### config.mk
export PLATFORM = sky130hd
export DESIGN_NAME = reset_supervisor
export DESIGN_NICKNAME = d
export VERILOG_FILES = /design/src/reset_supervisor_pkg.sv /design/src/reset_supervisor.sv /design/src/level_filter.sv
export SDC_FILE = /design/constraint.sdc
export NUM_CORES = 1
export LEC_CHECK = 0
export ABC_CLOCK_PERIOD_IN_PS = 4200
export BUFFER_PORTS_ARGS = -buffer_cell sky130_fd_sc_hd__buf_4
export CAP_MARGIN = 20
export CORE_ASPECT_RATIO = 0.75
export CORE_MARGIN = 8
export CORE_UTILIZATION = 33
export CTS_CLUSTER_SIZE = 12
export DETAILED_ROUTE_END_ITERATION = 10
export PLACE_DENSITY = 0.44
export SYNTH_ARGS = -nofsm -noshare
export SYNTH_HDL_FRONTEND = slang
export SYNTH_SLANG_ARGS = --single-unit
### constraint.sdc
create_clock -name REF_CLK -period 4.2 [get_ports REF_CLK]
set_input_delay 0.84 -clock REF_CLK [delete_from_list [all_inputs] [get_ports REF_CLK]]
set_output_delay 0.84 -clock REF_CLK [all_outputs]
set_load 0.05 [all_outputs]
### src/reset_supervisor_pkg.sv
// constants shared by the reset supervisor timing logic
package reset_supervisor_pkg;
	// clock rate in kHz, 100 MHz reference
	localparam int CLK_KHZ = 100000;
	// supply and auxiliary recovery timeout, ms
	localparam int SUPPLY_RECOVERY_MS = 210;
	localparam int SUPPLY_RECOVERY_CYCLES = SUPPLY_RECOVERY_MS * CLK_KHZ;
	// manual pulse timeout, ms (typical of 140..280 window)
	localparam int MANUAL_PULSE_MS = 210;
	localparam int MANUAL_PULSE_CYCLES = MANUAL_PULSE_MS * CLK_KHZ;
	// hold setup period options, in units of 10 ms
	localparam int HOLD_10MS_K = 1008;
	localparam int HOLD_10MS_L = 672;
	localparam int HOLD_10MS_S = 336;
	localparam int HOLD_10MS_T = 168;
	localparam int CYCLES_PER_10MS = 10 * CLK_KHZ;
	// release debounce of long-press inputs, ms
	localparam int RELEASE_DEBOUNCE_MS = 20;
	localparam int RELEASE_DEBOUNCE_CYCLES = RELEASE_DEBOUNCE_MS * CLK_KHZ;
	// instant input glitch filter, ns; rejects 100 ns, accepts 1 us
	localparam int INSTANT_FILTER_NS = 500;
	localparam int INSTANT_FILTER_CYCLES = INSTANT_FILTER_NS / 10;
	// instant input falling-edge debounce, ms
	localparam int INSTANT_FALL_MS = 210;
	localparam int INSTANT_FALL_CYCLES = INSTANT_FALL_MS * CLK_KHZ;
	// variant codes
	localparam logic [1:0] VARIANT_SINGLE = 2'h0;
	localparam logic [1:0] VARIANT_DUAL = 2'h1;
	localparam logic [1:0] VARIANT_INSTANT = 2'h2;
	// hold setup option codes
	localparam logic [1:0] HOLD_OPT_K = 2'h0;
	localparam logic [1:0] HOLD_OPT_L = 2'h1;
	localparam logic [1:0] HOLD_OPT_S = 2'h2;
	localparam logic [1:0] HOLD_OPT_T = 2'h3;
endpackage : reset_supervisor_pkg

### src/reset_supervisor.sv
// reset supervisor timing: undervoltage hold-off and manual reset pulses
// Functional notes
// undervoltage on either monitor asserts reset immediately
// hold reset for recovery timeout after recovery
// single long press must hold full setup
// valid manual request gives one-shot pulse
// manual pulse within 140 to 280 ms
// hold setup period is build option
// dual variant needs both inputs low together
// one pulse per press; release required
// long-press release is debounced internally
// instant input high starts pulse immediately
// instant input rejects short glitches
// instant request asserts reset within 200 ns; the code needs about 53 cycles (530 ns) via the 50-cycle filter
// operator holds both inputs low together
// new instant edge restarts pulse timer
// instant input falling edge debounced 210 ms
// all intervals are counters on one clock
// reset is OR of both sources
`timescale 1ns/10ps
module reset_supervisor #(
	parameter logic [1:0] VARIANT = reset_supervisor_pkg::VARIANT_SINGLE,
	parameter logic [1:0] HOLD_OPTION = reset_supervisor_pkg::HOLD_OPT_L,
	parameter int SUPPLY_RECOVERY_CYCLES = reset_supervisor_pkg::SUPPLY_RECOVERY_CYCLES,
	parameter int MANUAL_PULSE_CYCLES = reset_supervisor_pkg::MANUAL_PULSE_CYCLES,
	parameter int CYCLES_PER_10MS = reset_supervisor_pkg::CYCLES_PER_10MS,
	parameter int RELEASE_DEBOUNCE_CYCLES = reset_supervisor_pkg::RELEASE_DEBOUNCE_CYCLES,
	parameter int INSTANT_FALL_CYCLES = reset_supervisor_pkg::INSTANT_FALL_CYCLES
) (
	// clock and synchronous reset
	input wire logic REF_CLK,
	input wire logic RST,
	// comparator results, high while the level is below its trip level
	input wire logic SUPPLY_LOW,
	input wire logic AUX_LOW,
	// manual inputs
	input wire logic LONG_PRESS_IN_A_N,
	input wire logic LONG_PRESS_IN_B_OR_INSTANT_IN,
	// reset to processor
	output logic RESET_OUT_N
);
	localparam int HOLD_10MS = (HOLD_OPTION == reset_supervisor_pkg::HOLD_OPT_K) ?
		reset_supervisor_pkg::HOLD_10MS_K : (HOLD_OPTION == reset_supervisor_pkg::HOLD_OPT_L) ?
		reset_supervisor_pkg::HOLD_10MS_L : (HOLD_OPTION == reset_supervisor_pkg::HOLD_OPT_S) ?
		reset_supervisor_pkg::HOLD_10MS_S : reset_supervisor_pkg::HOLD_10MS_T;
	// 32-bit timers hold every count the package can give
	localparam int TW = 32;
	// refuse builds that the counters cannot serve
	if (VARIANT > reset_supervisor_pkg::VARIANT_INSTANT)
	begin : bad_variant
		$error("unsupported variant");
	end
	if (SUPPLY_RECOVERY_CYCLES < 1 || MANUAL_PULSE_CYCLES < 1 || CYCLES_PER_10MS < 1)
	begin : bad_timing
		$error("timing counts must be at least one");
	end
	if (RELEASE_DEBOUNCE_CYCLES < 1 || INSTANT_FALL_CYCLES < 1)
	begin : bad_debounce
		$error("debounce counts must be at least one");
	end
	if (HOLD_10MS > 16'hFFFF)
	begin : bad_hold
		$error("hold setup does not fit the tick counter");
	end

	// every register of the block, filled by one always_comb
	typedef struct packed {
		logic [1:0] sync_a;
		logic [1:0] sync_b;
		logic [1:0] sync_sup;
		logic [1:0] sync_aux;
		logic [TW-1:0] recovery_count;
		logic uv_active;
		logic [TW-1:0] tick_count;
		logic [15:0] hold_count;
		logic armed;
		logic [TW-1:0] pulse_count;
		logic pulse_active;
		logic instant_prev;
		logic reset_n;
	} state_t;
	state_t s;
	state_t next_s;

	// filtered press levels and one-cycle request strobes
	logic press_a;
	logic press_b;
	logic instant_level;
	logic pressed;
	logic start_pulse;
	logic instant_edge;

	// release debounce: press is taken at once, release only after a stable high
	level_filter #(
		.RISE_CYCLES(1),
		.FALL_CYCLES(RELEASE_DEBOUNCE_CYCLES)
	) filt_a (
		.clk(REF_CLK),
		.rst(RST),
		.level_in(~s.sync_a[1]),
		.level_out(press_a)
	);
	level_filter #(
		.RISE_CYCLES(1),
		.FALL_CYCLES(RELEASE_DEBOUNCE_CYCLES)
	) filt_b (
		.clk(REF_CLK),
		.rst(RST),
		.level_in(~s.sync_b[1]),
		.level_out(press_b)
	);
	// instant input: short glitch filter up, long debounce down
	level_filter #(
		.RISE_CYCLES(reset_supervisor_pkg::INSTANT_FILTER_CYCLES),
		.FALL_CYCLES(INSTANT_FALL_CYCLES)
	) filt_i (
		.clk(REF_CLK),
		.rst(RST),
		.level_in(s.sync_b[1]),
		.level_out(instant_level)
	);

	// one-cycle strobe on a filtered rise; prev resets low like the idle input
	assign instant_edge = (VARIANT == reset_supervisor_pkg::VARIANT_INSTANT) && instant_level &&
		!s.instant_prev;

	// qualifying press condition for the build variant
	always_comb
	begin
		case (VARIANT)
			reset_supervisor_pkg::VARIANT_SINGLE: pressed = press_a;
			reset_supervisor_pkg::VARIANT_DUAL: pressed = press_a & press_b;
			reset_supervisor_pkg::VARIANT_INSTANT: pressed = press_a;
			default: pressed = 1'b0;
		endcase
	end

	always_comb
	begin
		next_s = s;
		start_pulse = 1'b0;
		// two-stage synchronisers, stage 1 read only by stage 2
		next_s.sync_a = {s.sync_a[0], LONG_PRESS_IN_A_N};
		next_s.sync_b = {s.sync_b[0], LONG_PRESS_IN_B_OR_INSTANT_IN};
		next_s.sync_sup = {s.sync_sup[0], SUPPLY_LOW};
		next_s.sync_aux = {s.sync_aux[0], AUX_LOW};

		// undervoltage: recovery timer restarts while any monitor is low
		if (s.sync_sup[1] || s.sync_aux[1])
		begin
			next_s.uv_active = 1'b1;
			next_s.recovery_count = '0;
		end
		else if (s.uv_active)
		begin
			if (int'(s.recovery_count) + 1 >= SUPPLY_RECOVERY_CYCLES)
				next_s.uv_active = 1'b0;
			else
				next_s.recovery_count = s.recovery_count + TW'(1);
		end

		// hold setup timing in 10 ms ticks; any release clears it
		if (!pressed)
		begin
			next_s.tick_count = '0;
			next_s.hold_count = '0;
			next_s.armed = 1'b1;
		end
		else if (s.armed)
		begin
			if (int'(s.tick_count) + 1 >= CYCLES_PER_10MS)
			begin
				next_s.tick_count = '0;
				if (int'(s.hold_count) + 1 >= HOLD_10MS)
				begin
					next_s.armed = 1'b0;
					start_pulse = 1'b1;
				end
				else
					next_s.hold_count = s.hold_count + 16'h0001;
			end
			else
				next_s.tick_count = s.tick_count + TW'(1);
		end

		// instant input rising edge after the filter
		next_s.instant_prev = instant_level;
		if (instant_edge)
			start_pulse = 1'b1;

		// manual one-shot pulse, restarted by any new request
		if (start_pulse)
		begin
			next_s.pulse_active = 1'b1;
			next_s.pulse_count = '0;
		end
		else if (s.pulse_active)
		begin
			if (int'(s.pulse_count) + 1 >= MANUAL_PULSE_CYCLES)
				next_s.pulse_active = 1'b0;
			else
				next_s.pulse_count = s.pulse_count + TW'(1);
		end

		// output from a flop; low while either source asks
		next_s.reset_n = ~(next_s.uv_active | next_s.pulse_active);
	end

	// power-on state: reset asserted until recovery timeout runs out
	always_ff @(posedge REF_CLK)
	begin
		if (RST)
		begin
			s <= '0;
			s.sync_a <= 2'h3;
			s.sync_b <= (VARIANT == reset_supervisor_pkg::VARIANT_DUAL) ? 2'h3 : 2'h0;
			s.uv_active <= 1'b1;
		end
		else
			s <= next_s;
	end

	// registered, so no decode glitch reaches the processor reset
	assign RESET_OUT_N = s.reset_n;
endmodule : reset_supervisor

### src/level_filter.sv
// level filter: output follows input only after it has held a new level long enough
`timescale 1ns/10ps
module level_filter #(
	parameter int RISE_CYCLES = 1,
	parameter int FALL_CYCLES = 1
) (
	// clock and reset
	input wire logic clk,
	input wire logic rst,
	// filtered level
	input wire logic level_in,
	output logic level_out
);
	localparam int MAXC = (RISE_CYCLES > FALL_CYCLES) ? RISE_CYCLES : FALL_CYCLES;
	localparam int CW = $clog2(MAXC + 1);
	// refuse counts that the filter cannot serve
	if (RISE_CYCLES < 1 || FALL_CYCLES < 1)
	begin : bad_counts
		$error("level_filter counts must be at least one");
	end
	typedef struct packed {
		logic out;
		logic [CW-1:0] count;
	} state_t;
	state_t s;
	state_t next_s;
	// count while the input differs from the output, flip at the target
	always_comb
	begin
		next_s = s;
		if (level_in == s.out)
			next_s.count = '0;
		else if (int'(s.count) + 1 >= (level_in ? RISE_CYCLES : FALL_CYCLES))
		begin
			next_s.out = level_in;
			next_s.count = '0;
		end
		else
			next_s.count = s.count + CW'(1);
	end
	always_ff @(posedge clk)
	begin
		if (rst)
			s <= '0;
		else
			s <= next_s;
	end
	assign level_out = s.out;
endmodule : level_filter

* Word-level counts from Yosys, hierarchy flattened
Cells that the tools add are included.
** Word-level totals
- Bits of input ports :: 6
- Bits in registers :: 144
- Output and inout bits :: 1
- Logic and storage cells :: 62
** Operators by class
- Reductions and logical operators :: 9
- Add/subtract/negate cells :: 10
- Bitwise operators :: 8
- Equality and inequality tests :: 1
- $lt $le $gt $ge :: 5
- Mux-type cells :: 16
** Operator list (number)
- 32-bit by 1-bit adder with 32-bit output (second input constant) :: 3
- 32-bit by 2-bit adder with 32-bit output (second input constant) :: 3
- 32-bit by 26-bit greater-or-equal comparator with 1-bit output (second input constant) :: 2
- 32-bit by 21-bit greater-or-equal comparator with 1-bit output (second input constant) :: 1
- 32-bit greater-or-equal comparator :: 1
- 32-bit 2-to-1 mux :: 1
- 21-bit by 1-bit adder with 22-bit output (second input constant) :: 1
- 21-bit by 1-bit adder with 21-bit output (second input constant) :: 1
- 21-bit 2-to-1 mux :: 1
- 16-bit by 1-bit adder with 17-bit output (second input constant) :: 1
- 17-bit by 10-bit greater-or-equal comparator with 1-bit output (second input constant) :: 1
- 16-bit by 1-bit adder with 16-bit output (second input constant) :: 1
- 1-bit 2-to-1 mux :: 14
- 1-bit NOT :: 7
- 2-bit AND reduction :: 3
- 2-bit OR reduction :: 3
- 3-bit AND reduction :: 1
- 3-bit OR reduction :: 1
- 1-bit equality test :: 1
- 1-bit logical OR :: 1
- 1-bit OR :: 1

* Depth between registers and ports, before layout
- Word-level depth :: 9
- Gate-level depth with buffers :: 16
- Gate-level depth less buffers :: 15

* By module
From an unflattened synthesis, not the netlist that was laid out.
** Second synthesis, totals
- Cell total of the unflattened synthesis :: 1063
- Area, all modules :: 8687.1 µm²
** By module, submodules not included
- reset_supervisor :: times used 1, area each 7241.9 µm², sequential area each 2442.3 µm², cells each 901
- level_filter :: times used 1, area each 1445.1 µm², sequential area each 440.4 µm², cells each 162

* Least setup slack after synthesis
Ideal clock, no wire load.
- Path type :: reg-to-reg
- From :: register s[3] (netlist name)
- To :: register s[17] (netlist name)
- Clock period less this slack :: 3.571 ns
- Data required time :: 4.130 ns
- Arrival :: 3.501 ns
- Cell stages (with the launch flop) :: 14
- Buffers on the path :: 3
- Library setup time :: 0.070 ns
- Path slack :: 0.629 ns
- Cell sequence :: dfxtp_1 > ha_1 > clkbuf_1 > inv_1 > or4_1 > buf_2 > nor3_2 > xor2_1 > or4_1 > a211oi_4 > o21ai_2 > buf_6 > or4_1 > a21oi_1
** Between the ends
- Longest elaborated chain between the ends :: 4
** Ends and longest elaborated chain
- start: declaration :: RTL line reset_supervisor.sv:82 : state_t s;
- start signal: assignment :: RTL line reset_supervisor.sv:220 : s <= next_s;
- 32-bit by 2-bit adder with 32-bit output :: RTL line reset_supervisor.sv:199 : if (int'(s.pulse_count) + 1 >= MANUAL_PULSE_CYCLES)
- 32-bit by 26-bit greater-or-equal comparator with 1-bit output :: RTL line reset_supervisor.sv:199
- 1-bit NOT (no source line)
- 2-bit AND reduction (no source line)
Several ways; a longest one is shown, not always the timed one.
A chain may end at the register's enable or synchronous reset.

* Final worst setup path
- From :: register s[63] (netlist name)
- To :: register s[39] (netlist name)
** Between the ends
- Longest elaborated chain between the ends :: 3
** Ends and longest elaborated chain
- 32-bit by 2-bit adder with 32-bit output :: RTL line reset_supervisor.sv:171 : if (int'(s.tick_count) + 1 >= CYCLES_PER_10MS)
- 32-bit by 21-bit greater-or-equal comparator with 1-bit output :: RTL line reset_supervisor.sv:171
- 3-bit AND reduction (no source line)
Every way passes these cells.

==> impl_results.md <==
* Status: finished, final reports clean
* Clock Sinks at 144
* Setup_tns at 0 ns
* Synthesis-to-finish area growth at 11.3%
* CP endpoint kind: register
* GR Overflow Total at 0
* Max-slew violations at 0
* Critical Path Max Stage Delay at 0.66 ns
* Final ANT Viol Nets at 0
* Avg WL per Cell at 15.4 um
* Startpoint class of the critical path: register
* Worst Skew at 0.0110 ns
* Post-Syn Area at 8520 um^2
* Hold path cells at 1
* Final min period at 3.68 ns
* Yosys cell types at 78
* Synth area leader: dfxtp_1
* Reg area at 2880 um^2
* Post-synth EDFFs at 0
* Ys flop type: dfxtp_1
* Vias in the first global route at 6905
* CTS Buf Count at 17
* Number of port buffers at 5
* Crit Path Max Fanout at 13
* Routability cong. at 0.774
* Initial core utilization at 0.332
* Start point of the worst hold path: next_s[124]
* Max clock buf depth at 2
* Yosys top cell area share at 0.338
* Reg clk slew, reported paths at 0.07 ns
* Core area at 25700 um^2
* Slowest library cell on the worst path: or4_1
* # Post-CTS Setup Buffers at 0
* Pre-antenna DRT Iters at 5
* Cells after Synth at 1072
* DR vias at 7476
* Most frequent cells in the layout: dfxtp_1 (144), nor2_1 (94), nand2_1 (86)
* Largest net degree at the start of global routing at 33
* Die Height at 155 um
* First-pass GRT wire length at 36.4 mm
* Initial antenna violation count at 0
* Commonest non-fill, non-tap cell in the layout: dfxtp_1
* Die width at 202 um
* Final #Nets at 1066
* R2R cell count at 9
* CTS resizes at 0
* CP top delay family: simple AND/OR/NAND/NOR gates
* Clk Latency, worst-skew pair at 0.43 ns
* Tightest Hold Check Type: register to register
* Worst EP arrival at 4.05 ns
* Worst flop-to-flop path startpoint: s[63]
* Multi-input logic area at 5290 um^2
* Final hold violations at 0
* CP required at 4.57 ns
* Worst r2r dst: s[39]
* Tightest Pin Transition at 0.881 ns
* Hold Path End: s[124]
* Synth Register Bits at 144
* DRC errors left at 0
* Starting DRT DRC Count at 389
* Setup slack after layout at 0.522 ns
* Synth warn at 0
* Period utilization at 0.876
* H-tree lvl count at 4
* Fillers at 2672
* Ant diodes at 0
* Share of cells above drive strength 1 at 0.0832
* Syn avg cell area at 7.95 um^2
* Worst setup path category: register to register
* Vias per Instance at 5.33
* Placed cell area at 8890 um^2
* Cts-stage hold buffer count at 0
* Post-detail-place hpwl at 14.5 mm
* Final Cell Area at 9490 um^2
* Synth top area cells: dfxtp_1 (34%), xor2_1 (4.9%), nor2_1 (4.1%)
* Final setup viols at 0
* IO Count at 7
* MaxCap Viol Count at 0
* CTS tree: built
* WP buf/inv at 0
* DP Worst Slack at 0.570 ns
* Die area at 31300 um^2
* RSZ-0062 raised after global routing: no
* Max IR drop VDD at 0.296 mV
* Mapped Nets at 1093
* Max frequency at 272 MHz
* Row Count at 51
* GRT Resource Usage Total at 0.139
* Clock root cell: clkbuf_16
* Crit path cell chain: and4_1 > nand3_1 > or4_1 > nor3_1 > xnor2_1 > and3_1 > nand2_1 > or4_1 > nand2_1
* Routed WL at 21.5 mm
* Seq/Total Area, Yosys at 0.338
* PwrDens at 316 nW/um^2
* Post-synth ARST share at 0
* Rel. slew slack at 0.410
* R2R Setup Slk at 0.52 ns
* Pleak at 3.06 nW
synth_stat cells (all sizes together) (7+ instances only):
| cell | n |
|---|---|
| dfxtp | 144 |
| nor2 | 94 |
| nand2 | 86 |
| nand3 | 67 |
| a21oi | 54 |
| o21ai | 54 |
| clkbuf | 53 |
| xor2 | 48 |
| nand4 | 47 |
| nor3 | 35 |
| xnor2 | 35 |
| and3 | 29 |
| or3 | 28 |
| or4 | 25 |
| buf | 23 |
| nor2b | 19 |
| and2 | 18 |
| nor4 | 17 |
| o31ai | 17 |
| and4 | 16 |
| ha | 15 |
| inv | 13 |
| mux2i | 13 |
| a31oi | 11 |
| o211ai | 10 |
| nand2b | 8 |
| or2 | 8 |
| a211oi | 7 |
| a32o | 7 |
worst max-delay path by stage:
stage,from,end,slack [ns],cells past startpoint
floorplan,s[3],s[17],0.63,13
global placement,filt_a.s[8],filt_a.s[6],0.58,14
detailed placement,s[63],s[39],0.57,9
CTS,s[63],s[39],0.52,9
global route,filt_a.s[8],filt_a.s[6],0.20,13
finish,s[63],s[39],0.52,9
through the flow:
| step | util | total power, mW | std cells | hold slack, ns |
|---|---|---|---|---|
| 3_5_place_dp | 0.347 | 1.46 | 1370 | 0.395 |
| 6_report | 0.370 | 3.00 | 1402 | 0.414 |
| 5_1_grt | 0.370 | 3.11 | 1402 | 0.452 |
| 4_1_cts | 0.370 | 3.05 | 1402 | 0.416 |
| 2_1_floorplan | - | 1.44 | 1072 | 0.389 |
| 3_3_place_gp | 0.347 | 1.46 | 1370 | 0.397 |
cell type report:
type,instances,area share
multi-input cells,838,0.557
flip-flops and latches,144,0.304
well taps,344,0.0454
clock buffers,17,0.0448
repair buffers,30,0.0251
clock inverters,15,0.0181
inverters,14,0.00554
cells by family (layout without fill, tap and decap cells):
group	after synthesis	in the layout	share of synthesized area
fa+ha+maj	15	15	0.0220
flops	144	144	0.338
buf+inv	90	76	0.0432
mux	13	13	0.0153
compound gates	209	209	0.164
xor+xnor	83	83	0.0853
simple gates	518	518	0.333
where the power goes:
| part | switching (mW) | internal (mW) | leakage [nW] | total (mW) |
|---|---|---|---|---|
| sequential | 0.00482 | 1.37 | 1.16 | 1.38 |
| clock | 0.676 | 0.893 | 0.285 | 1.57 |
| combinational | 0.0356 | 0.0161 | 1.61 | 0.0517 |
| total | 0.717 | 2.28 | 3.06 | 3.00 |
layer usage:
metal / wire, um / vias to the layer above / global-route usage
met4: 214 / 0 / 0.0427
met3: 547 / 15 / 0.0245
met5: 0 / - / 0
met2: 8590 / 72 / 0.194
li1: - / 3896 / -
met1: 12200 / 3493 / 0.210
flip-flops by register name, indices dropped and copies added, names as in the netlist:
signal	count
filt_a.s	21
RESET_OUT_N	1
s	118
next_s	3
filt_a.level_out	1
No activity file was read; power rests on OpenSTA's default activity.
